$ cat src/rtl/fault_report_defs.vh
// Purpose: constants shared by the fault reporting design files
// Assumes: 32-bit register words on an AXI4-Lite slave
// Notes:   register offsets are byte addresses
`ifndef FAULT_REPORT_DEFS_VH
`define FAULT_REPORT_DEFS_VH

// ----------------------------------------------------------------
// register offsets
// ----------------------------------------------------------------
`define OFS_CTRL_ZERO   8'h00
`define OFS_CTRL_FOUR   8'h04
`define OFS_FAULT_ADDR  8'h08
`define OFS_ERR_CODE    8'h0c
`define OFS_FP_STATUS   8'h10
`define OFS_FP_MASK     8'h14
`define OFS_FP_IP       8'h18

// ----------------------------------------------------------------
// field positions
// ----------------------------------------------------------------
`define B0_PAGING       0
`define B0_WRITE_PROT   1
`define B0_NUM_ERR_EN   5
`define B4_LARGE_PAGE   0
`define B4_EXT_ADDR     1
`define B4_NO_EXEC      2
`define EC_PRESENT      0
`define EC_WRITE        1
`define EC_USER         2
`define EC_RESERVED_HIT_FLAG         3
`define EC_FETCH        4
`define FPS_PENDING     7

// ----------------------------------------------------------------
// reset values, vectors, answers, task switch stages
// ----------------------------------------------------------------
`define RST_CTRL_ZERO   32'h0000_0000
`define RST_CTRL_FOUR   32'h0000_0000
`define RST_FP_MASK     7'h7f
`define VEC_XLAT        8'h0e
`define VEC_FP          8'h10
`define RESP_OKAY       2'h0
`define RESP_SLVERR     2'h2
`define TS_NEW_DESC     3'h4
`define TS_NEW_LDT      3'h5
`define TS_IDLE         3'h0

`endif

$ cat src/rtl/xlat_fault_check.v
// Purpose: classify a translation attempt and build its error code
// Assumes: entry attributes are the combined walk result
// Notes:   purely combinational, registered by the caller
`include "fault_report_defs.vh"

module xlat_fault_check (
    input  wire        req,
    input  wire        paging_en,
    input  wire        write_prot,
    input  wire        large_page_en,
    input  wire        ext_addr_en,
    input  wire        no_exec_en,
    input  wire        is_write,
    input  wire        is_user,
    input  wire        is_fetch,
    input  wire        ent_present,
    input  wire        ent_user,
    input  wire        ent_writable,
    input  wire        ent_reserved_hit_flag,
    input  wire        ent_no_exec,
    output wire        fault,
    output wire        prot_viol,
    output wire [31:0] code
);
    wire reserved_hit_flag_hit;
    wire nx_hit;
    wire rights;

    // reserved bits only count with large pages or extended addresses
    assign reserved_hit_flag_hit  = ent_present & ent_reserved_hit_flag & (large_page_en | ext_addr_en);
    assign nx_hit    = ent_present & is_fetch & ent_no_exec & no_exec_en;
    assign rights    = ent_present & ((is_user & ~ent_user) |
                       (is_write & ~ent_writable & (is_user | write_prot)) | nx_hit);
    assign fault     = req & paging_en & (~ent_present | rights | reserved_hit_flag_hit);
    assign prot_viol = fault & rights;

    // error code layout, upper bits zero
    assign code = {27'h0,
                   is_fetch & no_exec_en,
                   reserved_hit_flag_hit,
                   is_user,
                   is_write,
                   ent_present};
endmodule

$ cat src/rtl/fp_error_tracker.v
// Purpose: floating-point error flags, masks and deferred reporting
// Assumes: flag order stack, arith, zero, denormal, over, under, inexact
// Notes:   software clears flags by writing ones
`include "fault_report_defs.vh"

module fp_error_tracker (
    input  wire        clk,
    input  wire        rst,
    input  wire        err_valid,
    input  wire [6:0]  err_type,
    input  wire [31:0] err_ip,
    input  wire        num_err_en,
    input  wire        mask_we,
    input  wire [6:0]  mask_wdata,
    input  wire        flag_clr,
    input  wire [6:0]  flag_clr_bits,
    input  wire        take,
    output reg  [6:0]  flags_q,
    output reg  [6:0]  mask_q,
    output reg  [31:0] ip_q,
    output wire        pending,
    output wire        masked_hit
);
    wire [6:0] unmasked;

    assign unmasked   = err_type & ~mask_q;
    assign masked_hit = err_valid & (|(err_type & mask_q)) & ~(|unmasked);
    // pending only with numeric error reporting enabled
    assign pending    = num_err_en & (|(flags_q & ~mask_q));

    // sticky flags, a new error wins over a clear in the same cycle
    always @(posedge clk) begin
        if (rst) begin
            flags_q <= 7'h00;
            mask_q  <= `RST_FP_MASK;
            ip_q    <= 32'h0000_0000;
        end else begin
            flags_q <= (flags_q & ~({7{flag_clr}} & flag_clr_bits)) |
                       ({7{err_valid}} & err_type);
            if (mask_we) begin
                mask_q <= mask_wdata;
            end
            if (err_valid & (|unmasked)) begin
                ip_q <= err_ip;
            end
        end
    end
endmodule

$ cat src/rtl/fault_report_unit.v
// Purpose: translation fault and floating-point error reporting
// Assumes: core side inputs share CLK, registers over AXI4-Lite
// Notes:   one exception is reported per EXC_VALID pulse
// Function
// - code bit 0: zero for not-present, one for rights or reserved hit
// - code bit 1: zero for read, one for write
// - code bit 2: one in user mode, zero in supervisor mode
// - reserved hit flag set when large page or extended address enabled
// - fetch flag set for fetch faults, reserved when no-execute off
// - capture faulting linear address and push the special error code
// - fault address overwritten on every fault, even during delivery
// - protection violation sets the directory entry accessed flag
// - saved pointer is faulting instruction, which is not executed
// - faults reading new descriptors or table use new task first pointer
// - task switch faults load full new state before raising
// - half switched stack used only by same privilege same task handler
// - vector 16 only with numeric error enable set
// - seven error types each with status flag and mask bit
// - masked error gives default result, no exception
// - unmasked error flagged, raised at next waiting instruction
// - pending errors checked on waiting, ignored on non-waiting
// - floating-point error exception pushes no error code
// - saved pointer is waiting instruction, fault address kept apart
// - translation fault delivered as vector 14, restartable fault
// - fault on not-present, user on supervisor, forbidden write
`include "fault_report_defs.vh"

module fault_report_unit (
    input  wire        CLK,
    input  wire        RST,
    // axi4-lite slave
    input  wire [7:0]  S_AXI_AWADDR,
    input  wire        S_AXI_AWVALID,
    output reg         S_AXI_AWREADY,
    input  wire [31:0] S_AXI_WDATA,
    input  wire [3:0]  S_AXI_WSTRB,
    input  wire        S_AXI_WVALID,
    output reg         S_AXI_WREADY,
    output reg  [1:0]  S_AXI_BRESP,
    output reg         S_AXI_BVALID,
    input  wire        S_AXI_BREADY,
    input  wire [7:0]  S_AXI_ARADDR,
    input  wire        S_AXI_ARVALID,
    output reg         S_AXI_ARREADY,
    output reg  [31:0] S_AXI_RDATA,
    output reg  [1:0]  S_AXI_RRESP,
    output reg         S_AXI_RVALID,
    input  wire        S_AXI_RREADY,
    // translation attempt
    input  wire        XLAT_VALID,
    input  wire [31:0] XLAT_ADDR,
    input  wire [31:0] XLAT_IP,
    input  wire        XLAT_WRITE,
    input  wire        XLAT_USER,
    input  wire        XLAT_FETCH,
    input  wire        ENT_PRESENT,
    input  wire        ENT_USER,
    input  wire        ENT_WRITABLE,
    input  wire        ENT_RESERVED_HIT_FLAG,
    input  wire        ENT_NO_EXEC,
    // task switch and stack context
    input  wire [2:0]  TS_STAGE,
    input  wire [31:0] TS_NEW_IP,
    input  wire        STACK_HALF,
    input  wire        HANDLER_SAME_PRIV,
    // floating-point side
    input  wire        FP_ERR_VALID,
    input  wire [6:0]  FP_ERR_TYPE,
    input  wire [31:0] FP_ERR_IP,
    input  wire        FP_INSN_VALID,
    input  wire        FP_INSN_WAITING,
    input  wire [31:0] FP_INSN_IP,
    // exception delivery
    output reg         EXC_VALID,
    output reg  [7:0]  EXC_VECTOR,
    output reg         EXC_HAS_CODE,
    output reg  [31:0] EXC_CODE,
    output reg  [31:0] EXC_SAVED_IP,
    output reg         EXC_KEEP_STACK,
    output reg         INSN_ABORT,
    output reg         TS_LOAD_ALL,
    output reg         SET_DIR_ACCESSED,
    output reg         FP_DEFAULT_RESULT
);
    // ------------------------------------------------------------
    // declarations
    // ------------------------------------------------------------
    localparam ST_IDLE = 1'b0;
    localparam ST_LOAD = 1'b1;

    reg        st_q;
    reg        st_d;
    reg [31:0] ctrl0_q;
    reg [31:0] ctrl4_q;
    reg [31:0] fault_addr_q;
    reg [31:0] err_code_q;
    reg [31:0] hold_ip_q;
    reg        hold_keep_q;
    reg [7:0]  aw_addr_q;
    reg        aw_full_q;
    reg [31:0] w_data_q;
    reg [3:0]  w_strb_q;
    reg        w_full_q;

    wire        fault;
    wire        prot_viol;
    wire [31:0] code;
    wire [6:0]  fp_flags;
    wire [6:0]  fp_mask;
    wire [31:0] fp_ip;
    wire        fp_pending;
    wire        fp_masked_hit;
    wire        wr_go;
    wire        mask_we;
    wire        flag_clr;
    wire        in_ts;
    wire        new_ctx;
    wire        fp_take;
    wire        ne_en;

    // ------------------------------------------------------------
    // helpers
    // ------------------------------------------------------------
    // merge write data into a register by byte strobes
    function [31:0] apply_strb;
        input [31:0] old;
        input [31:0] nw;
        input [3:0]  strb;
        integer i;
        begin
            apply_strb = old;
            for (i = 0; i < 4; i = i + 1) begin
                if (strb[i]) begin
                    apply_strb[i*8 +: 8] = nw[i*8 +: 8];
                end
            end
        end
    endfunction

    // true for word aligned offsets that hold a register
    function mapped;
        input [7:0] a;
        begin
            mapped = (a[1:0] == 2'h0) && (a <= `OFS_FP_IP);
        end
    endfunction

    // ------------------------------------------------------------
    // submodules
    // ------------------------------------------------------------
    xlat_fault_check u_check (
        .req           (XLAT_VALID),
        .paging_en     (ctrl0_q[`B0_PAGING]),
        .write_prot    (ctrl0_q[`B0_WRITE_PROT]),
        .large_page_en (ctrl4_q[`B4_LARGE_PAGE]),
        .ext_addr_en   (ctrl4_q[`B4_EXT_ADDR]),
        .no_exec_en    (ctrl4_q[`B4_NO_EXEC]),
        .is_write      (XLAT_WRITE),
        .is_user       (XLAT_USER),
        .is_fetch      (XLAT_FETCH),
        .ent_present   (ENT_PRESENT),
        .ent_user      (ENT_USER),
        .ent_writable  (ENT_WRITABLE),
        .ent_reserved_hit_flag      (ENT_RESERVED_HIT_FLAG),
        .ent_no_exec   (ENT_NO_EXEC),
        .fault         (fault),
        .prot_viol     (prot_viol),
        .code          (code)
    );

    fp_error_tracker u_fp (
        .clk           (CLK),
        .rst           (RST),
        .err_valid     (FP_ERR_VALID),
        .err_type      (FP_ERR_TYPE),
        .err_ip        (FP_ERR_IP),
        .num_err_en    (ne_en),
        .mask_we       (mask_we),
        .mask_wdata    (w_data_q[6:0]),
        .flag_clr      (flag_clr),
        .flag_clr_bits (w_data_q[6:0]),
        .take          (fp_take),
        .flags_q       (fp_flags),
        .mask_q        (fp_mask),
        .ip_q          (fp_ip),
        .pending       (fp_pending),
        .masked_hit    (fp_masked_hit)
    );

    // ------------------------------------------------------------
    // event decode
    // ------------------------------------------------------------
    assign ne_en    = ctrl0_q[`B0_NUM_ERR_EN];
    assign in_ts    = (TS_STAGE != `TS_IDLE);
    assign new_ctx  = (TS_STAGE == `TS_NEW_DESC) || (TS_STAGE == `TS_NEW_LDT);
    // waiting instruction with pending error, non-waiting ones skip
    assign fp_take  = (st_q == ST_IDLE) & ~fault & FP_INSN_VALID &
                      FP_INSN_WAITING & fp_pending;
    assign wr_go    = aw_full_q & w_full_q & ~S_AXI_BVALID;
    assign mask_we  = wr_go & (aw_addr_q == `OFS_FP_MASK) & w_strb_q[0];
    assign flag_clr = wr_go & (aw_addr_q == `OFS_FP_STATUS) & w_strb_q[0];

    // ------------------------------------------------------------
    // delivery state machine
    // ------------------------------------------------------------
    always @* begin
        st_d = st_q;
        case (st_q)
            ST_IDLE: begin
                if (fault & in_ts) begin
                    st_d = ST_LOAD;
                end
            end
            ST_LOAD: begin
                st_d = ST_IDLE;
            end
            default: begin
                st_d = ST_IDLE;
            end
        endcase
    end

    // exception outputs and fault capture
    always @(posedge CLK) begin
        if (RST) begin
            st_q              <= ST_IDLE;
            fault_addr_q      <= 32'h0000_0000;
            err_code_q        <= 32'h0000_0000;
            hold_ip_q         <= 32'h0000_0000;
            hold_keep_q       <= 1'b0;
            EXC_VALID         <= 1'b0;
            EXC_VECTOR        <= 8'h00;
            EXC_HAS_CODE      <= 1'b0;
            EXC_CODE          <= 32'h0000_0000;
            EXC_SAVED_IP      <= 32'h0000_0000;
            EXC_KEEP_STACK    <= 1'b0;
            INSN_ABORT        <= 1'b0;
            TS_LOAD_ALL       <= 1'b0;
            SET_DIR_ACCESSED  <= 1'b0;
            FP_DEFAULT_RESULT <= 1'b0;
        end else begin
            st_q              <= st_d;
            EXC_VALID         <= 1'b0;
            INSN_ABORT        <= 1'b0;
            TS_LOAD_ALL       <= 1'b0;
            SET_DIR_ACCESSED  <= prot_viol;
            FP_DEFAULT_RESULT <= fp_masked_hit;
            // software may load the address, a fault still wins
            if (wr_go && aw_addr_q == `OFS_FAULT_ADDR) begin
                fault_addr_q <= apply_strb(fault_addr_q, w_data_q, w_strb_q);
            end
            if (fault) begin
                fault_addr_q <= XLAT_ADDR;
                err_code_q   <= code;
                hold_ip_q    <= new_ctx ? TS_NEW_IP : XLAT_IP;
                hold_keep_q  <= STACK_HALF & HANDLER_SAME_PRIV;
            end
            if (st_q == ST_LOAD) begin
                // new task state loaded, now raise the held fault
                EXC_VALID      <= 1'b1;
                EXC_VECTOR     <= `VEC_XLAT;
                EXC_HAS_CODE   <= 1'b1;
                EXC_CODE       <= err_code_q;
                EXC_SAVED_IP   <= hold_ip_q;
                EXC_KEEP_STACK <= hold_keep_q;
            end else if (fault & in_ts) begin
                TS_LOAD_ALL <= 1'b1;
            end else if (fault) begin
                EXC_VALID      <= 1'b1;
                EXC_VECTOR     <= `VEC_XLAT;
                EXC_HAS_CODE   <= 1'b1;
                EXC_CODE       <= code;
                EXC_SAVED_IP   <= XLAT_IP;
                EXC_KEEP_STACK <= STACK_HALF & HANDLER_SAME_PRIV;
                INSN_ABORT     <= 1'b1;
            end else if (fp_take) begin
                EXC_VALID      <= 1'b1;
                EXC_VECTOR     <= `VEC_FP;
                EXC_HAS_CODE   <= 1'b0;
                EXC_CODE       <= 32'h0000_0000;
                EXC_SAVED_IP   <= FP_INSN_IP;
                EXC_KEEP_STACK <= STACK_HALF & HANDLER_SAME_PRIV;
                INSN_ABORT     <= 1'b1;
            end
        end
    end

    // ------------------------------------------------------------
    // axi4-lite write side
    // ------------------------------------------------------------
    // address and data taken in either order, answer after both
    always @(posedge CLK) begin
        if (RST) begin
            aw_addr_q     <= 8'h00;
            aw_full_q     <= 1'b0;
            w_data_q      <= 32'h0000_0000;
            w_strb_q      <= 4'h0;
            w_full_q      <= 1'b0;
            S_AXI_AWREADY <= 1'b1;
            S_AXI_WREADY  <= 1'b1;
            S_AXI_BVALID  <= 1'b0;
            S_AXI_BRESP   <= `RESP_OKAY;
            ctrl0_q       <= `RST_CTRL_ZERO;
            ctrl4_q       <= `RST_CTRL_FOUR;
        end else begin
            if (S_AXI_AWVALID & S_AXI_AWREADY) begin
                aw_addr_q     <= S_AXI_AWADDR;
                aw_full_q     <= 1'b1;
                S_AXI_AWREADY <= 1'b0;
            end
            if (S_AXI_WVALID & S_AXI_WREADY) begin
                w_data_q     <= S_AXI_WDATA;
                w_strb_q     <= S_AXI_WSTRB;
                w_full_q     <= 1'b1;
                S_AXI_WREADY <= 1'b0;
            end
            if (wr_go) begin
                aw_full_q    <= 1'b0;
                w_full_q     <= 1'b0;
                S_AXI_BVALID <= 1'b1;
                S_AXI_BRESP  <= mapped(aw_addr_q) ? `RESP_OKAY : `RESP_SLVERR;
                if (aw_addr_q == `OFS_CTRL_ZERO) begin
                    ctrl0_q <= apply_strb(ctrl0_q, w_data_q, w_strb_q);
                end
                if (aw_addr_q == `OFS_CTRL_FOUR) begin
                    ctrl4_q <= apply_strb(ctrl4_q, w_data_q, w_strb_q);
                end
            end
            if (S_AXI_BVALID & S_AXI_BREADY) begin
                S_AXI_BVALID  <= 1'b0;
                S_AXI_AWREADY <= 1'b1;
                S_AXI_WREADY  <= 1'b1;
            end
        end
    end

    // ------------------------------------------------------------
    // axi4-lite read side
    // ------------------------------------------------------------
    // one read at a time, data one cycle after the address
    always @(posedge CLK) begin
        if (RST) begin
            S_AXI_ARREADY <= 1'b1;
            S_AXI_RVALID  <= 1'b0;
            S_AXI_RDATA   <= 32'h0000_0000;
            S_AXI_RRESP   <= `RESP_OKAY;
        end else begin
            if (S_AXI_ARVALID & S_AXI_ARREADY) begin
                S_AXI_ARREADY <= 1'b0;
                S_AXI_RVALID  <= 1'b1;
                S_AXI_RRESP   <= mapped(S_AXI_ARADDR) ? `RESP_OKAY : `RESP_SLVERR;
                case (S_AXI_ARADDR)
                    `OFS_CTRL_ZERO:  S_AXI_RDATA <= ctrl0_q;
                    `OFS_CTRL_FOUR:  S_AXI_RDATA <= ctrl4_q;
                    `OFS_FAULT_ADDR: S_AXI_RDATA <= fault_addr_q;
                    `OFS_ERR_CODE:   S_AXI_RDATA <= err_code_q;
                    `OFS_FP_STATUS:  S_AXI_RDATA <= {24'h000000, fp_pending, fp_flags};
                    `OFS_FP_MASK:    S_AXI_RDATA <= {25'h0, fp_mask};
                    `OFS_FP_IP:      S_AXI_RDATA <= fp_ip;
                    default:         S_AXI_RDATA <= 32'h0000_0000;
                endcase
            end
            if (S_AXI_RVALID & S_AXI_RREADY) begin
                S_AXI_RVALID  <= 1'b0;
                S_AXI_ARREADY <= 1'b1;
            end
        end
    end
endmodule

$ cat config.mk
export PLATFORM = sky130hd
export DESIGN_NAME = fault_report_unit
export DESIGN_NICKNAME = d
export VERILOG_FILES = /design/src/rtl/xlat_fault_check.v /design/src/rtl/fp_error_tracker.v /design/src/rtl/fault_report_unit.v
export VERILOG_INCLUDE_DIRS = /design/src /design/src/rtl
export SDC_FILE = /design/constraint.sdc
export NUM_CORES = 1
export LEC_CHECK = 0
export BUFFER_PORTS_ARGS = -buffer_cell sky130_fd_sc_hd__buf_2
export CORE_UTILIZATION = 40
export CTS_BUF_LIST = sky130_fd_sc_hd__clkbuf_4 sky130_fd_sc_hd__clkbuf_8
export CTS_CLUSTER_SIZE = 28
export DETAILED_ROUTE_END_ITERATION = 8
export SLEW_MARGIN = 20
export SYNTH_ARGS = -nofsm -noshare
export SYNTH_HDL_FRONTEND = slang
export SYNTH_SLANG_ARGS = --single-unit
export TNS_END_PERCENT = 20
$ cat constraint.sdc
create_clock -name CLK -period 3.1 [get_ports CLK]
set_clock_uncertainty 0.05 [all_clocks]
set_input_delay 0.31 -clock CLK [delete_from_list [all_inputs] [get_ports CLK]]
set_output_delay 0.31 -clock CLK [all_outputs]
set_load 0.03 [all_outputs]
; After elaboration in Yosys (flattened, before gate mapping)
; Index checks and enable logic that the tools add are counted.
[classes]
add_sub_neg = 0
multipliers = 0
div_mod_pow = 0
n_lt_le_gt_ge = 2
n_eq_ne = 13
shift = 0
mux = 36
n_bitwise = 57
n_reduce_logical = 37
[op_table]
columns = op, n
row1 = 32-bit 2-to-1 mux, 11
row2 = 32-bit case mux with 7 select lines, 1
row3 = 8-bit 2-to-1 mux, 6
row4 = 7-bit AND, 6
row5 = "8-bit by 5-bit equality test with 1-bit output, second input constant", 5
row6 = 1-bit AND, 34
row7 = "8-bit by 4-bit equality test with 1-bit output, second input constant", 3
row8 = 3-bit AND reduction, 8
row9 = 7-bit OR reduction, 3
row10 = "8-bit by 3-bit equality test with 1-bit output, second input constant", 2
row11 = "8-bit by 5-bit less-or-equal comparator with 1-bit output, second input constant", 2
row12 = 8-bit logical NOT, 2
row13 = 7-bit NOT, 2
row14 = 1-bit 2-to-1 mux, 13
row15 = 2-bit AND reduction, 6
row16 = 2-bit nonzero test, 6
row17 = 4-bit 2-to-1 mux, 2
row18 = 1-bit NOT, 8
row19 = 2-bit OR reduction, 4
row20 = 7-bit bitwise OR, 1
row21 = "3-bit equality test, second input constant", 2
row22 = 1-bit bitwise OR, 6
row23 = 3-bit nonzero test, 2
row24 = 2-bit logical NOT, 2
row25 = 5 further kinds, 8
[word_totals]
register_bits = 347
latch_bits = 0
ram_bits = 0
romBits = 0
in_bits = 243
out_inout_bits = 120
word_cells = 188
mem_count = 0

; Logic depth before layout (Yosys ltp)
; Gate-level depths: netlist of run 1.
[depth]
ltp_word = 18
ltp_mapped = 8
depth_no_buf = 6

; Modules after synthesis
; From an unflattened synthesis of run 1, not the netlist that was laid out.
[unflattened]
hier_cells = 1792
hier_area_um2 = 16693.5
[by_module_without_submodules]
columns = mod, instances, cells_per_inst, area_each_um2, seq_area_each_um2
row1 = fault_report_unit, 1, 1530, 14234.9, 6366.1
row2 = fp_error_tracker, 1, 219, 2120.8, 920.9
row3 = xlat_fault_check, 1, 43, 337.8, 0.0

; Least setup slack after synthesis of run 1
; OpenSTA, ideal clock, no wires.
[synth_path]
path_type = reg2reg
from = reg aw_addr_q[5]
to = reg fault_addr_q[14]
setup_time_ns = 0.088
arrival_ns = 1.891
required_time_ns = 2.962
setup_slack_ns = 1.071
stages_incl_launch_ff = 9
n_path_buf = 2
synth_period_minus_slack_ns = 2.029
cell_sequence = dfxtp_1 > or3_4 > or3_4 > nor3_4 > buf_6 > a21o_4 > buf_8 > nor2_2 > a311oi_2
[synth_between]
elab_chain_len = 4
[synth_lines]
columns = element, line
row1 = from (decl), fault_report_unit.v:99  ; reg [7:0] aw_addr_q;
row2 = from (signal assigned), fault_report_unit.v:294  ; aw_addr_q <= 8'h00;
row3 = from (signal assigned), fault_report_unit.v:307  ; aw_addr_q <= S_AXI_AWADDR;
row4 = 8-bit by 4-bit equality test with 1-bit output (no source line), n/a
row5 = 1-bit logical AND (no source line), n/a
row6 = 2-bit nonzero test (no source line), n/a
row7 = 2-bit AND reduction (no source line), n/a
row8 = to (signal assigned), fault_report_unit.v:250  ; fault_addr_q <= apply_strb(fault_addr_q, w_data_q, w_strb_q);
row9 = to (decl), fault_report_unit.v:95  ; reg [31:0] fault_addr_q;
; Every way passes these cells.
; A chain may end at the register's enable or synchronous reset.

; Worst setup path after layout of run 1
[layout_path]
from = in XLAT_WRITE
to = reg hold_keep_q
[layout_between]
elab_chain_len = 8
[layout_lines]
columns = element, line
row1 = from (decl), fault_report_unit.v:53  ; input wire XLAT_WRITE,
row2 = 1-bit AND (2 in series), xlat_fault_check.v:33  ; (is_write & ~ent_writable & (is_user | write_prot)) | nx_hit);
row3 = 1-bit bitwise OR, xlat_fault_check.v:32  ; assign rights = ent_present & ((is_user & ~ent_user) |
row4 = 1-bit bitwise OR, xlat_fault_check.v:33
row5 = 1-bit AND, xlat_fault_check.v:32
row6 = 1-bit bitwise OR (2 in series), xlat_fault_check.v:34  ; assign fault = req & paging_en & (~ent_present | rights | reserved_hit_flag_hit);
row7 = 1-bit AND, xlat_fault_check.v:34
row8 = to (signal assigned), fault_report_unit.v:256  ; hold_keep_q <= STACK_HALF & HANDLER_SAME_PRIV;
row9 = to (decl), fault_report_unit.v:98  ; reg hold_keep_q;
; Every way passes these cells.

==> out/summary.md, run 1 <==
The flow ran to the end, and the final reports show no timing, DRC or antenna violations. The average routed wire per standard cell is 18.2 um, and the signal arrival time at the worst endpoint is 3.04 ns. The number of buffers added by the clock tree synthesis step was 52; the clock-pin slew of the registers on the worst-case setup and hold paths was 0.06 ns.

No sink is reached through more buffers than the 3 on the longest clock path. The tools report the max-slew headroom at the worst pin as 0.418. STA classifies the critical path endpoint as a flip-flop. The post-CTS repair timing setup buffer count was 0; the number of library cell types mapped by synthesis was 61. The final layout contains routed wiring with a total length of 44500 um.

The clock root buffer master was clkbuf_8. The hold violation count in the final report is 0, and the core region area is 0.0327 mm2. The path with the worst hold slack has its endpoint at fault_addr_q[16]. The pin slew with the least headroom to its limit is 0.874 ns. The clock net in this run drives a total of 310 sinks.

At the placement stage, the worst setup path has a slack of 0.529 ns. Traced cell by cell, the critical path runs through dlygate4sd3_1 > buf_2 > inv_1 > o311a_1 > a31oi_4 > buf_4 > nand3_1 > dlygate4sd3_1 > a21oi_1. The synthesized cell area is 0.0134 mm2, and the total die area is 0.0341 mm2.

On the worst path, the slowest cell contributes a delay of 0.57 ns. The startpoint identified for the worst hold timing path is XLAT_ADDR[16]. In this run the worst path has a maximum fanout of 51. The dominant cell type by count on the critical path was dlygate4sd3_1. The highest signal layer in the routed design is met5. The count of TritonRoute iterations in the first routing pass is 5. For the total routing resource utilization after global routing, the log shows 0.255. Wire segments on met2 add up to 20800 um in the final route.

Power spread over the standard cell area amounts to 490 mW/mm2. The clock period could shrink to 2.62 ns. For this block, wires on met1 add up to 19600 um. Final standard cell count with taps included and fillers excluded: 2443. The instance count along the most critical hold path is 3, and the total of endpoints with negative setup slack in the final report is 0.

At the end of routability-driven placement, the weighted congestion stood at 0.872. The tools report the cell total after placement as 2230. The synthesized design contains 310 register bits.

The starting density of the core is 0.408. The die is 185 um wide. The total half-perimeter wirelength after legalization and detailed placement came out at 30300 um.

The worst setup path is launched from a primary input. The run gives 905 as the first-iteration detailed-routing DRC count. The worst-case reg-to-reg path depth was 7. Summed over all cells, the static leakage comes to 7.28 nW. The total count of max-transition violations in the final report came out at 0. Ranked by total cell area, the synthesized netlist is headed by dfxtp_1 (46%), mux2i_1 (7.9%), nand2_1 (6.5%).

The ratio of final minimum period to clock period was 0.845; the y dimension of the die was 185 um. Once the clock tree was built, the resizer swapped 0 gates to a different size. The logs give 68200 um for the global-route wire length before repair and 0 for the number of warnings printed during yosys synthesis. The setup TNS after final layout was 0 ns.

The total I/O pin count is 363, and the pin count of the biggest net entering global routing is 115. The synthesized area per cell is 8.66 um2. TritonCTS built the clock tree.

The run gives 6 as the initial antenna violation count. The fraction of post-synthesis cell area in the top cell type by area works out to 0.465. The cell type with the largest total area after synthesis is dfxtp_1. Quantity of I/O buffers inserted on ports: 329. The power consumption was 0.00864 W; the peak supply drop was 0.000264 V.

For this run the aggregate overflow at the end of global routing stands at 0. Number of max-cap violations: 0. Critical path start-end classification: in2reg. For the vias after detailed routing, the log shows 12943. Compared with the post-synthesis result, the final layout area differs by 32.0%. Worst reg-to-reg setup slack: 0.53 ns.

The tools report the number of fill cells in the layout as 3153. Based on the critical path, the design can be clocked at up to 382 MHz. The tools report the clock latency at the later pin of the worst-skew pair as 0.57 ns.

After the last flow step, the layout net total stands at 2206. Number of enable-type register cells in the synthesized netlist: 0. In this run the remaining antenna-violating nets after routing total 0.

The startpoint identified for the worst register-to-register timing path is ctrl0_q[1]. The slowest stage of the critical path belongs to the cell dlygate4sd3_1. In this run the critical register-to-register path is captured at hold_keep_q.

The initialized floorplan defines 66 standard-cell rows. The tools report the number of H-tree branching levels as 2. The logs give 3.52 ns for the data required time at the worst endpoint and 0.482 ns for the post-layout worst setup margin. The number of instances in the synthesized netlist was 1541; the post-synthesis async set-or-reset flop share was 0. The register area share after synthesis was 0.465.

The run gives 12812 as the number of global-route vias before repair. For this run, the leading register cell type out of synthesis is dfxtp_1. The ratio of cells with drive above 1 in the final layout came out at 0.252.

The path class of the tightest hold or removal check is in2reg. Setup repair after global routing left no endpoint under its margin. The routed length on met3 was 2690 um. In the routed design, unresolved DRC markers number 0. In the routed layout, each cell is associated on average with a via count of 5.30.
-- report_power, final --
| part | switching (W) | total [W] | internal [W] |
|---|---|---|---|
| Combinational | 0.000402 | 0.000724 | 0.000322 |
| Sequential | 0.0000641 | 0.00410 | 0.00404 |
| Clock | 0.00162 | 0.00381 | 0.00220 |
| Total | 0.00209 | 0.00864 | 0.00655 |
-- routing by layer --
metal / vias up / global-route usage
li1: 6279 / -
met1: 6111 / 0.327
met2: 455 / 0.423
met3: 94 / 0.0460
met4: 4 / 0.101
met5: - / 0
-- critical path: cells and delay by family --
kind                   cells  cell delay [ns]
AOI/OAI and AO/OA          3             0.82
and+or+nand+nor            1             0.13
buffers and inverters      5             1.75
-- placed cells by master, fill, tap and decap left out, types with 3 or more instances in the layout --
master,Yosys,routed
clkbuf_8,0,65
a222oi_1,20,20
a2bb2oi_1,24,24
nor2_1,215,213
nand2b_1,3,3
clkbuf_4,0,22
or4_1,4,4
inv_1,27,27
nand2_1,231,230
o221ai_1,29,29
nor2b_1,11,10
a311oi_1,33,33
conb_1,1,33
a21oi_1,102,102
a211o_1,7,7
a22oi_1,26,26
nor2_2,5,7
buf_4,38,35
a221oi_1,17,17
mux2i_1,106,106
o21ai_0,45,45
nand3_1,64,64
a211oi_1,32,32
dlygate4sd3_1,0,121
mux2_2,18,18
nor3_1,7,7
mux4_2,4,4
dfxtp_1,310,310
o21ai_1,6,5
buf_2,15,328
-- registers in the layout, summed over array words and instances, names as in the netlist, 2 cells and up --
signal and cells:
EXC_CODE 5, EXC_SAVED_IP 32, EXC_VECTOR 2, S_AXI_RDATA 32, aw_addr_q 8, ctrl0_q 32
ctrl4_q 32, err_code_q 5, fault_addr_q 32, hold_ip_q 32, u_fp.flags_q 7, u_fp.ip_q 32
u_fp.mask_q 7, w_data_q 32, w_strb_q 4
-- synthesized netlist by cell type (3+ instances only) --
cell / number
buf_1: 12
nand2b_1: 3
inv_1: 27
nor4b_1: 3
a2bb2oi_1: 24
o21ai_1: 6
and2_1: 3
nor2b_1: 11
a211oi_1: 32
nor2_2: 5
a311oi_1: 33
mux4_2: 4
clkbuf_1: 84
buf_4: 38
a222oi_1: 20
a22oi_1: 26
a21oi_1: 102
a31oi_1: 3
dfxtp_1: 310
nor2_1: 215
nand2_1: 231
nor3_1: 7
o21ai_0: 45
mux2_2: 18
a221oi_1: 17
o221ai_1: 29
nand3_1: 64
buf_2: 15
a211o_1: 7
mux2i_1: 106
or4_1: 4
-- stage by stage --
stage / util / hold slack, ns / area [um2]
finish: 0.539 / 0.0304 / 17600
global route: 0.539 / 0.0175 / 17600
CTS: 0.539 / 0.000851 / 17600
detailed placement: 0.468 / 0.393 / 15300
global placement: 0.468 / 0.388 / 15300
floorplan: - / 0.360 / 13500
-- what timing repair did --
action,CTS,global route
hold buffers,121,0
endpoints found under the setup margin,0,0
hold endpoints to repair,118,0
-- final cells by class --
type,instances,area [um2],area share
Sequential cell,310,6210,0.352
Antenna cell,2,5.00,0.000284
Inverter,27,101,0.00575
Clock inverter,4,51.3,0.00291
Timing Repair Buffer,487,3170,0.180
Tap cell,442,553,0.0314
Multi-Input combinational cell,1085,6500,0.369
Clock buffer,86,1050,0.0593
-- worst max path at each step --
stage	from	endpoint	slack, ns	cells past startpoint
floorplan	aw_addr_q[5]	fault_addr_q[14]	1.07	8
global placement	S_AXI_ARADDR[3]	S_AXI_RDATA[24]	0.62	7
detailed placement	S_AXI_ARADDR[3]	S_AXI_RDATA[25]	0.53	7
CTS	XLAT_WRITE	hold_keep_q	0.54	9
global route	XLAT_WRITE	hold_keep_q	0.35	9
finish	XLAT_WRITE	hold_keep_q	0.48	9
-- cell families (layout without fill, tap and decap cells) --
family	Yosys count	count (layout)	synth area share
AO/OA/AOI/OAI	362	362	0.192
buffers and inverters	178	604	0.0635
flip-flops	310	310	0.465
multiplexers	128	128	0.101
other	1	35	0.000281
AND/OR/NAND/NOR	562	562	0.178
Note: power is estimated with default switching activity, not from simulation.
==> run 2, diff against run 1 <==
- ABC_AREA: unset -> 1
- PLACE_DENSITY: unset -> 0.66
- clock period: 3.1 -> 2.3 ns (I/O delays scaled with it)
==> out/summary.md, run 2 <==
The first-iteration detailed-routing DRC count came out at 1322 (was 905). The initial antenna violation count is 3 (was 6). The tools report the clock root buffer master as clkbuf_8 (unchanged). The post-detailed-routing wire length was 51100 um (was 44500 um). Total routing resource utilization after global routing: 0.278 (was 0.255). The count of TritonRoute iterations in the first routing pass came out at 8 (was 5). Register area share after synthesis: 0.444 (was 0.465). For the peak supply drop, the log shows 0.000416 V (was 0.000264 V). The data required time at the worst endpoint came out at 2.79 ns (was 3.52 ns).

The number of library cell types mapped by synthesis is 35 (was 61), and the final weighted congestion in routability-driven placement is 0.927 (was 0.872). The time the final worst path needs with I/O delays and setup is 2.18 ns, and the synthesized area per cell is 6.98 um2 (was 8.66 um2). The tools report the number of core rows as 68 (was 66). For the remaining antenna violation count, the log shows 0 (unchanged). The logs give 0.00318 W (was 0.00209 W) for the switching power total and 3093 (was 3153) for the number of fill cells in the layout. Type of the most critical hold path: in2reg (unchanged). The run gives 0.0140 mm2 (was 0.0134 mm2) as the synthesized cell area. The clock sink count is 310 (unchanged). The number of enable-type register cells in the synthesized netlist is 0 (unchanged), and the width of the chip is 189 um (was 185 um). The clock-pin slew of the registers on the worst-case setup and hold paths is 0.06 ns (about the same).

The maximum frequency from static timing analysis was 458 MHz. The most instantiated flip-flop cell in the synthesis netlist was dfxtp_1 (unchanged). The DRC violation count after routing came out at 0 (unchanged). Area contributors post-synth: dfxtp_1 (44%), nand2_1 (11%), nand3_1 (8.7%) (was dfxtp_1 (46%), mux2i_1 (7.9%), nand2_1 (6.5%)). The cell type with the largest total area after synthesis was dfxtp_1 (unchanged). The clock network power share is 0.432 (was 0.442), and the number of warnings printed during yosys synthesis is 0 (unchanged).

The run gives 0.00892 W (was 0.00655 W) as the internal power component. The post-detailed-route via-to-cell ratio works out to 5.27 (was 5.30). The post-synthesis to final-layout area growth is 38.2% (was 32.0%). The ratio of final minimum period to clock period is 0.949. The average routed wire per standard cell was 17.0 um (was 18.2 um); the global-route wire length before repair was 80000 um (was 68200 um). The startpoint of the most critical hold path is XLAT_USER (was XLAT_ADDR[16]).

Most frequent cells in the layout: nand2_1 (402), buf_2 (328), dfxtp_1 (310) (was buf_2 (328), dfxtp_1 (310), nand2_1 (230)). Setup repair after global routing left no endpoint under its margin. Final layout net count: 2748 (was 2206). The share of power burned in registers is 0.456 (was 0.475). Cell with the most instances after synthesis: nand2_1 (was dfxtp_1). The tools report the sort of element at the start of the critical path as a flip-flop (was a primary input).

The pin count of the biggest net entering global routing was 112 (was 115); the max-slew headroom at the worst pin was 0.516 (was 0.418). The static leakage was 8.74 nW (was 7.28 nW). Post-CTS repair timing setup buffer count: 0 (unchanged). The tools report the capture endpoint of the worst hold path as err_code_q[2] (was fault_addr_q[16]). The number of buffers added by the clock tree synthesis step came out at 55 (was 52). TritonCTS built the clock tree. The run gives 2680 (was 2230) as the cell total after placement. The clock tree buffer depth is 3 (unchanged), and the total die area is 0.0357 mm2 (was 0.0341 mm2). The combinational fraction of design power was 0.111 (was 0.084); the quantity of I/O buffers inserted on ports was 329 (unchanged).

Dominant cell type by count on the critical path: nor2_1 (was dlygate4sd3_1). The core region area is 0.0345 mm2 (was 0.0327 mm2). Post-synth top cells: nand2_1 (403), dfxtp_1 (310), nand3_1 (244), o21ai_0 (235), a21oi_1 (205) (was dfxtp_1 (310), nand2_1 (231), nor2_1 (215), mux2i_1 (106), a21oi_1 (102)).

The total power density per cell area is 626 mW/mm2 (was 490 mW/mm2). Vias after detailed routing: 15820 (was 12943). The tools report the worst reg-to-reg setup slack as 0.12 ns (was 0.53 ns). The instance count along the most critical hold path is 4 (was 3). The total I/O pin count was 363 (unchanged); the largest stage delay on the critical path was 0.58 ns (was 0.57 ns). The post-synthesis async set-or-reset flop share came out at 0 (unchanged).

The worst-case reg-to-reg path depth works out to 10 (was 7). The register bit count reported by yosys works out to 310 (unchanged). Critical path start-end classification: reg2reg (was in2reg).

The end of the worst register-to-register path is SET_DIR_ACCESSED (was hold_keep_q). The pin slew with the least headroom to its limit is 0.724 ns (was 0.874 ns), and the ratio of cells with drive above 1 in the final layout is 0.191 (was 0.252). The starting density of the core was 0.406 (was 0.408). The slowest library cell on the worst path is dlygate4sd3_1 (unchanged). The flow ran to the end, and the final reports show no timing, DRC or antenna violations.

The tools report the remaining global-route overflow as 0 (unchanged). Commonest non-fill, non-tap cell in the layout: nand2_1 (was buf_2). The number of instances in the synthesized netlist came out at 2004 (was 1541).

The total of endpoints with negative setup slack in the final report was 0 (unchanged); the total half-perimeter wirelength after legalization and detailed placement was 31400 um (was 30300 um). The final standard cell count with taps included and fillers excluded is 3001 (was 2443), and the peak fanout along the critical path is 19 (was 51). Number of global-route vias before repair: 15354 (was 12812). The hold violation count in the final report came out at 0 (unchanged). For the number of H-tree branching levels, the log shows 2 (unchanged). The tools report the worst reg2reg path startpoint as ctrl4_q[1] (was ctrl0_q[1]). The y dimension of the die is 189 um (was 185 um), and the fraction of post-synthesis cell area in the top cell type by area is 0.444 (was 0.465).

The number of max-cap violations was 0 (unchanged); the setup TNS after final layout was 0 ns (unchanged). Cell chain of the critical path: nor2_1 > nor2_1 > nor2_2 > nand3_4 > nand2_8 > buf_12 > nor2_1 > inv_1 > a211oi_2 > dlygate4sd3_1 (was dlygate4sd3_1 > buf_2 > inv_1 > o311a_1 > a31oi_4 > buf_4 > nand3_1 > dlygate4sd3_1 > a21oi_1). The tools report the type of element capturing the critical path as a flip-flop (unchanged). For the signal arrival time at the worst endpoint, the log shows 2.67 ns (was 3.04 ns). The proportion of total power due to net switching came out at 0.263 (was 0.241). The logs give 0 (unchanged) for the total count of max-transition violations in the final report and 0.62 ns (was 0.57 ns) for the clock latency at the later pin of the worst-skew pair.
-- run 2: cell types whose count changed in the layout (fill, tap and decap cells not counted), moves of 103 or more --
| cell | before | now |
|---|---|---|
| a21oi_1 | 102 | 205 |
| nand2_1 | 230 | 402 |
| nand3_1 | 64 | 244 |
| mux2i_1 | 106 | 0 |
| inv_1 | 27 | 165 |
| o21ai_0 | 45 | 235 |
-- run 2: layer usage --
layer  GRT usage  share of wire  wire length (um)
met5           0              0                 0
met2       0.466           0.47             23800
met1       0.350           0.41             20800
met3      0.0528          0.093              4760
met4       0.110          0.034              1740
-- run 2: cell type report --
cell class | instances | area (um2) | share of cell area
Sequential cell | 310 | 6210 | 0.321
Clock buffer | 84 | 1040 | 0.0537
Antenna cell | 4 | 10.0 | 0.000518
Tap cell | 455 | 569 | 0.0295
Inverter | 171 | 647 | 0.0335
Timing Repair Buffer | 588 | 4340 | 0.225
Clock inverter | 10 | 82.6 | 0.00427
Multi-Input combinational cell | 1379 | 6430 | 0.333
-- run 2: worst max-delay path: cells and delay by family, from the launching register on --
kind,cells,cell delay [ns]
flops,1,0.37
simple gates,6,0.68
buf+inv,3,0.85
compound gates,1,0.16
-- run 2: power by group through the flow --
stage,registers [W],clock network [W],logic (W)
2_1_floorplan,0.00565,0,0.000578
3_3_place_gp,0.00563,0,0.00100
3_5_place_dp,0.00563,0,0.00101
4_1_cts,0.00552,0.00534,0.00130
5_1_grt,0.00553,0.00561,0.00145
6_report,0.00552,0.00523,0.00134
-- run 2: timing repair --
item | 4_1_cts | 5_1_grt
gates resized for setup | 0 | 3
hold buffers | 221 | 1
hold endpoints to repair | 186 | 1
endpoints found under the setup margin | 0 | 1
-- run 2: stage by stage --
stage                     utilization  hold slack (ns)  setup slack (ns)  total power, W  instance area, um2
final                           0.561           0.0332             0.117          0.0121               19300
after global routing            0.561           0.0179            0.0110          0.0126               19300
after CTS                       0.559         0.000794             0.116          0.0122               19300
after detailed placement        0.462            0.395             0.240         0.00664               15900
after global placement          0.462            0.390             0.308         0.00663               15900
after floorplan                     -            0.317             0.527         0.00622               14100
-- run 2: kinds of logic (layout without fill, tap and decap cells) --
| kind of cell | Yosys count | in the layout | synth area share |
|---|---|---|---|
| DFF | 310 | 310 | 0.444 |
| buffers and inverters | 347 | 853 | 0.109 |
| and+or+nand+nor | 832 | 832 | 0.256 |
| other | 1 | 37 | 0.000268 |
| AOI/OAI and AO/OA | 514 | 514 | 0.191 |
-- run 2: worst max-delay path by stage --
stage	slack, ns	endpoint	start
global placement	0.31	fault_addr_q[12]	S_AXI_BVALID
finish	0.12	SET_DIR_ACCESSED	ctrl4_q[1]
floorplan	0.53	EXC_SAVED_IP[10]	TS_LOAD_ALL
detailed placement	0.24	fault_addr_q[11]	S_AXI_BVALID
global route	0.01	fault_addr_q[10]	S_AXI_BVALID
CTS	0.12	SET_DIR_ACCESSED	ctrl4_q[2]
==> run 3, diff against run 2 <==
- PLACE_DENSITY: 0.66 -> unset
- clock period: 2.3 -> 2.7 ns (I/O delays scaled with it)
==> out/summary.md, run 3 (synthesis gave the netlist of run 2 again) <==
The number of max-cap violations is 0 (unchanged). The remaining antenna violation count came out at 0 (unchanged). Number of core rows: 68 (unchanged). For the core region area, the log shows 0.0345 mm2 (unchanged). The worst reg2reg path startpoint is ctrl4_q[0] (was ctrl4_q[1]). The width of the chip was 189 um (unchanged). For the final weighted congestion in routability-driven placement, the log shows 0.906 (was 0.927).

The clock-pin slew of the registers on the worst-case setup and hold paths is 0.06 ns (about the same). The tools report the post-detailed-routing wire length as 50600 um (was 51100 um). The launching element of the worst setup path was ctrl4_q[0] (was ctrl4_q[1]). The pin count of the biggest net entering global routing was 81 (was 112); the total of endpoints with negative setup slack in the final report was 0 (unchanged). The logs give 0.0263 ns (was 0.0332 ns) for the worst hold margin and 15461 (was 15820) for the vias after detailed routing.

The final layout net count is 2731 (was 2748), and the static leakage is 8.74 nW (about the same). For the total half-perimeter wirelength after legalization and detailed placement, the log shows 32400 um (was 31400 um). The tools report the worst reg-to-reg setup slack as 0.19 ns (was 0.12 ns). The capturing element of the worst setup path is hold_ip_q[14] (was SET_DIR_ACCESSED). The amount of wire on met2 after detailed routing came out at 23400 um (was 23800 um). Sort of element at the start of the critical path: a flip-flop (unchanged). The run gives 0.278 (about the same) as the total routing resource utilization after global routing. For the met1 wire length, the log shows 20800 um (about the same). The run gives 0.319 (was 0.516) as the max-slew headroom at the worst pin. Total I/O pin count: 363 (unchanged). The tools report the type of element capturing the critical path as a flip-flop (unchanged).

The initial antenna violation count was 2 (was 3). The run gives 3.03 ns (was 2.67 ns) as the signal arrival time at the worst endpoint. The flow ran to the end, and the final reports show no timing, DRC or antenna violations.

The run gives 0 (unchanged) as the number of gates given a new drive strength after cts. The run gives 0.189 ns (was 0.117 ns) as the post-layout worst setup margin. The total power density per cell area came out at 547 mW/mm2 (was 626 mW/mm2).

The setup TNS after final layout was 0 ns (unchanged). The remaining global-route overflow was 0 (unchanged). Highest signal layer in the routed design: met5 (was met4). The DRC violation count after routing came out at 0 (unchanged). The end of the worst register-to-register path is hold_ip_q[14] (was SET_DIR_ACCESSED). The post-detailed-route via-to-cell ratio is 5.18 (was 5.27), and the total count of max-transition violations in the final report is 0 (unchanged). The quantity of I/O buffers inserted on ports came out at 329 (unchanged). The count of TritonRoute iterations in the first routing pass is 5 (was 8). The logs give 3 (unchanged) for the clock tree buffer depth and 14793 (was 15354) for the number of global-route vias before repair. The commonest non-fill, non-tap cell in the layout was nand2_1 (unchanged). The type of the most critical hold path was in2reg (unchanged). The tools report the routed length on met3 as 4690 um (was 4760 um).

The number of fill cells in the layout was 3372 (was 3093). Clock root buffer master: clkbuf_8 (unchanged). Worst setup slack after placement: 0.472 ns (was 0.240 ns). The clock latency at the later pin of the worst-skew pair is 0.63 ns (was 0.62 ns), and the post-CTS repair timing setup buffer count is 0 (unchanged). The tools report the hold violation count in the final report as 0 (unchanged). Setup repair after global routing left no endpoint under its margin. TritonCTS built the clock tree.

Ratio of final minimum period to clock period: 0.930 (was 0.949). The tools report the maximum frequency from static timing analysis as 398 MHz (was 458 MHz). Critical path start-end classification: reg2reg (unchanged). The average routed wire per standard cell was 16.9 um (was 17.0 um).

The post-synthesis to final-layout area growth is 36.5% (was 38.2%). The tools report the starting density of the core as 0.406 (unchanged). The run gives 53 (was 55) as the number of buffers added by the clock tree synthesis step. The time the final worst path needs with I/O delays and setup works out to 2.51 ns (was 2.18 ns). For the number of H-tree branching levels, the log shows 2 (unchanged). The peak fanout along the critical path is 70 (was 19), and the y dimension of the die is 189 um (unchanged). The worst-case reg-to-reg path depth came out at 10 (unchanged). The run gives 0.000309 V (was 0.000416 V) as the peak supply drop.

The first-iteration detailed-routing DRC count is 1041 (was 1322), and the pin slew with the least headroom to its limit is 1.02 ns (was 0.724 ns). The global-route wire length before repair was 78900 um (was 80000 um); the data required time at the worst endpoint was 3.21 ns (was 2.79 ns). The total die area is 0.0357 mm2 (unchanged).

Most frequent cells in the layout: nand2_1 (402), buf_2 (328), dfxtp_1 (310) (unchanged). The ratio of cells with drive above 1 in the final layout was 0.190 (was 0.191). The tools report the clock sink count as 310 (unchanged).
[run 3: area by class of cell]
class | instances | area [um2] | area share
Tap cell | 455 | 569 | 0.0298
Clock buffer | 86 | 1060 | 0.0555
Inverter | 171 | 647 | 0.0339
Clock inverter | 8 | 100 | 0.00524
Antenna cell | 2 | 5.00 | 0.000262
Multi-Input combinational cell | 1379 | 6410 | 0.336
Timing Repair Buffer | 573 | 4090 | 0.214
Sequential cell | 310 | 6210 | 0.325
[run 3: per-layer routing]
| layer | global-route usage | up-vias |
|---|---|---|
| met5 | 0 | - |
| met3 | 0.0736 | 107 |
| met4 | 0.109 | 2 |
| met1 | 0.346 | 7108 |
| li1 | - | 7578 |
| met2 | 0.459 | 666 |
[run 3: power breakdown]
group          internal, W  switching (W)
Combinational     0.000441       0.000637
Clock              0.00266        0.00200
Sequential         0.00466      0.0000427
[run 3: through the flow]
stage,instance area (um2),util,cells,power (W)
after floorplan,14100,-,2036,0.00530
after global placement,15800,0.459,2678,0.00566
after detailed placement,15800,0.459,2678,0.00567
after CTS,19100,0.554,2982,0.0105
after global routing,19100,0.554,2983,0.0109
final,19100,0.554,2984,0.0104
[run 3: worst max-delay path: stages, from the launching register on]
cell,delay [ns]
dfxtp_1,0.40
nor2_1,0.10
nor2_1,0.20
nor2_2,0.05
nand3_2,0.13
nand2_4,0.13
inv_4,0.18
buf_12,0.30
o21ai_0,0.13
a31oi_1,0.18
dlygate4sd3_1,0.58
[run 3: timing repair]
action	in CTS	in global routing
setup endpoints to repair	0	0
hold endpoints to repair	176	0
hold buffers	210	0
[run 3: how the worst min path moves through the flow]
stage | startpoint | end | depth (start not counted)
2_1_floorplan | S_AXI_RREADY | S_AXI_ARREADY | 2
6_report | FP_INSN_IP[29] | EXC_SAVED_IP[29] | 7
3_3_place_gp | aw_addr_q[7] | aw_addr_q[7] | 2
3_5_place_dp | EXC_CODE[4] | EXC_CODE[4] | 2
4_1_cts | FP_INSN_IP[23] | EXC_SAVED_IP[23] | 7
5_1_grt | FP_INSN_IP[29] | EXC_SAVED_IP[29] | 7
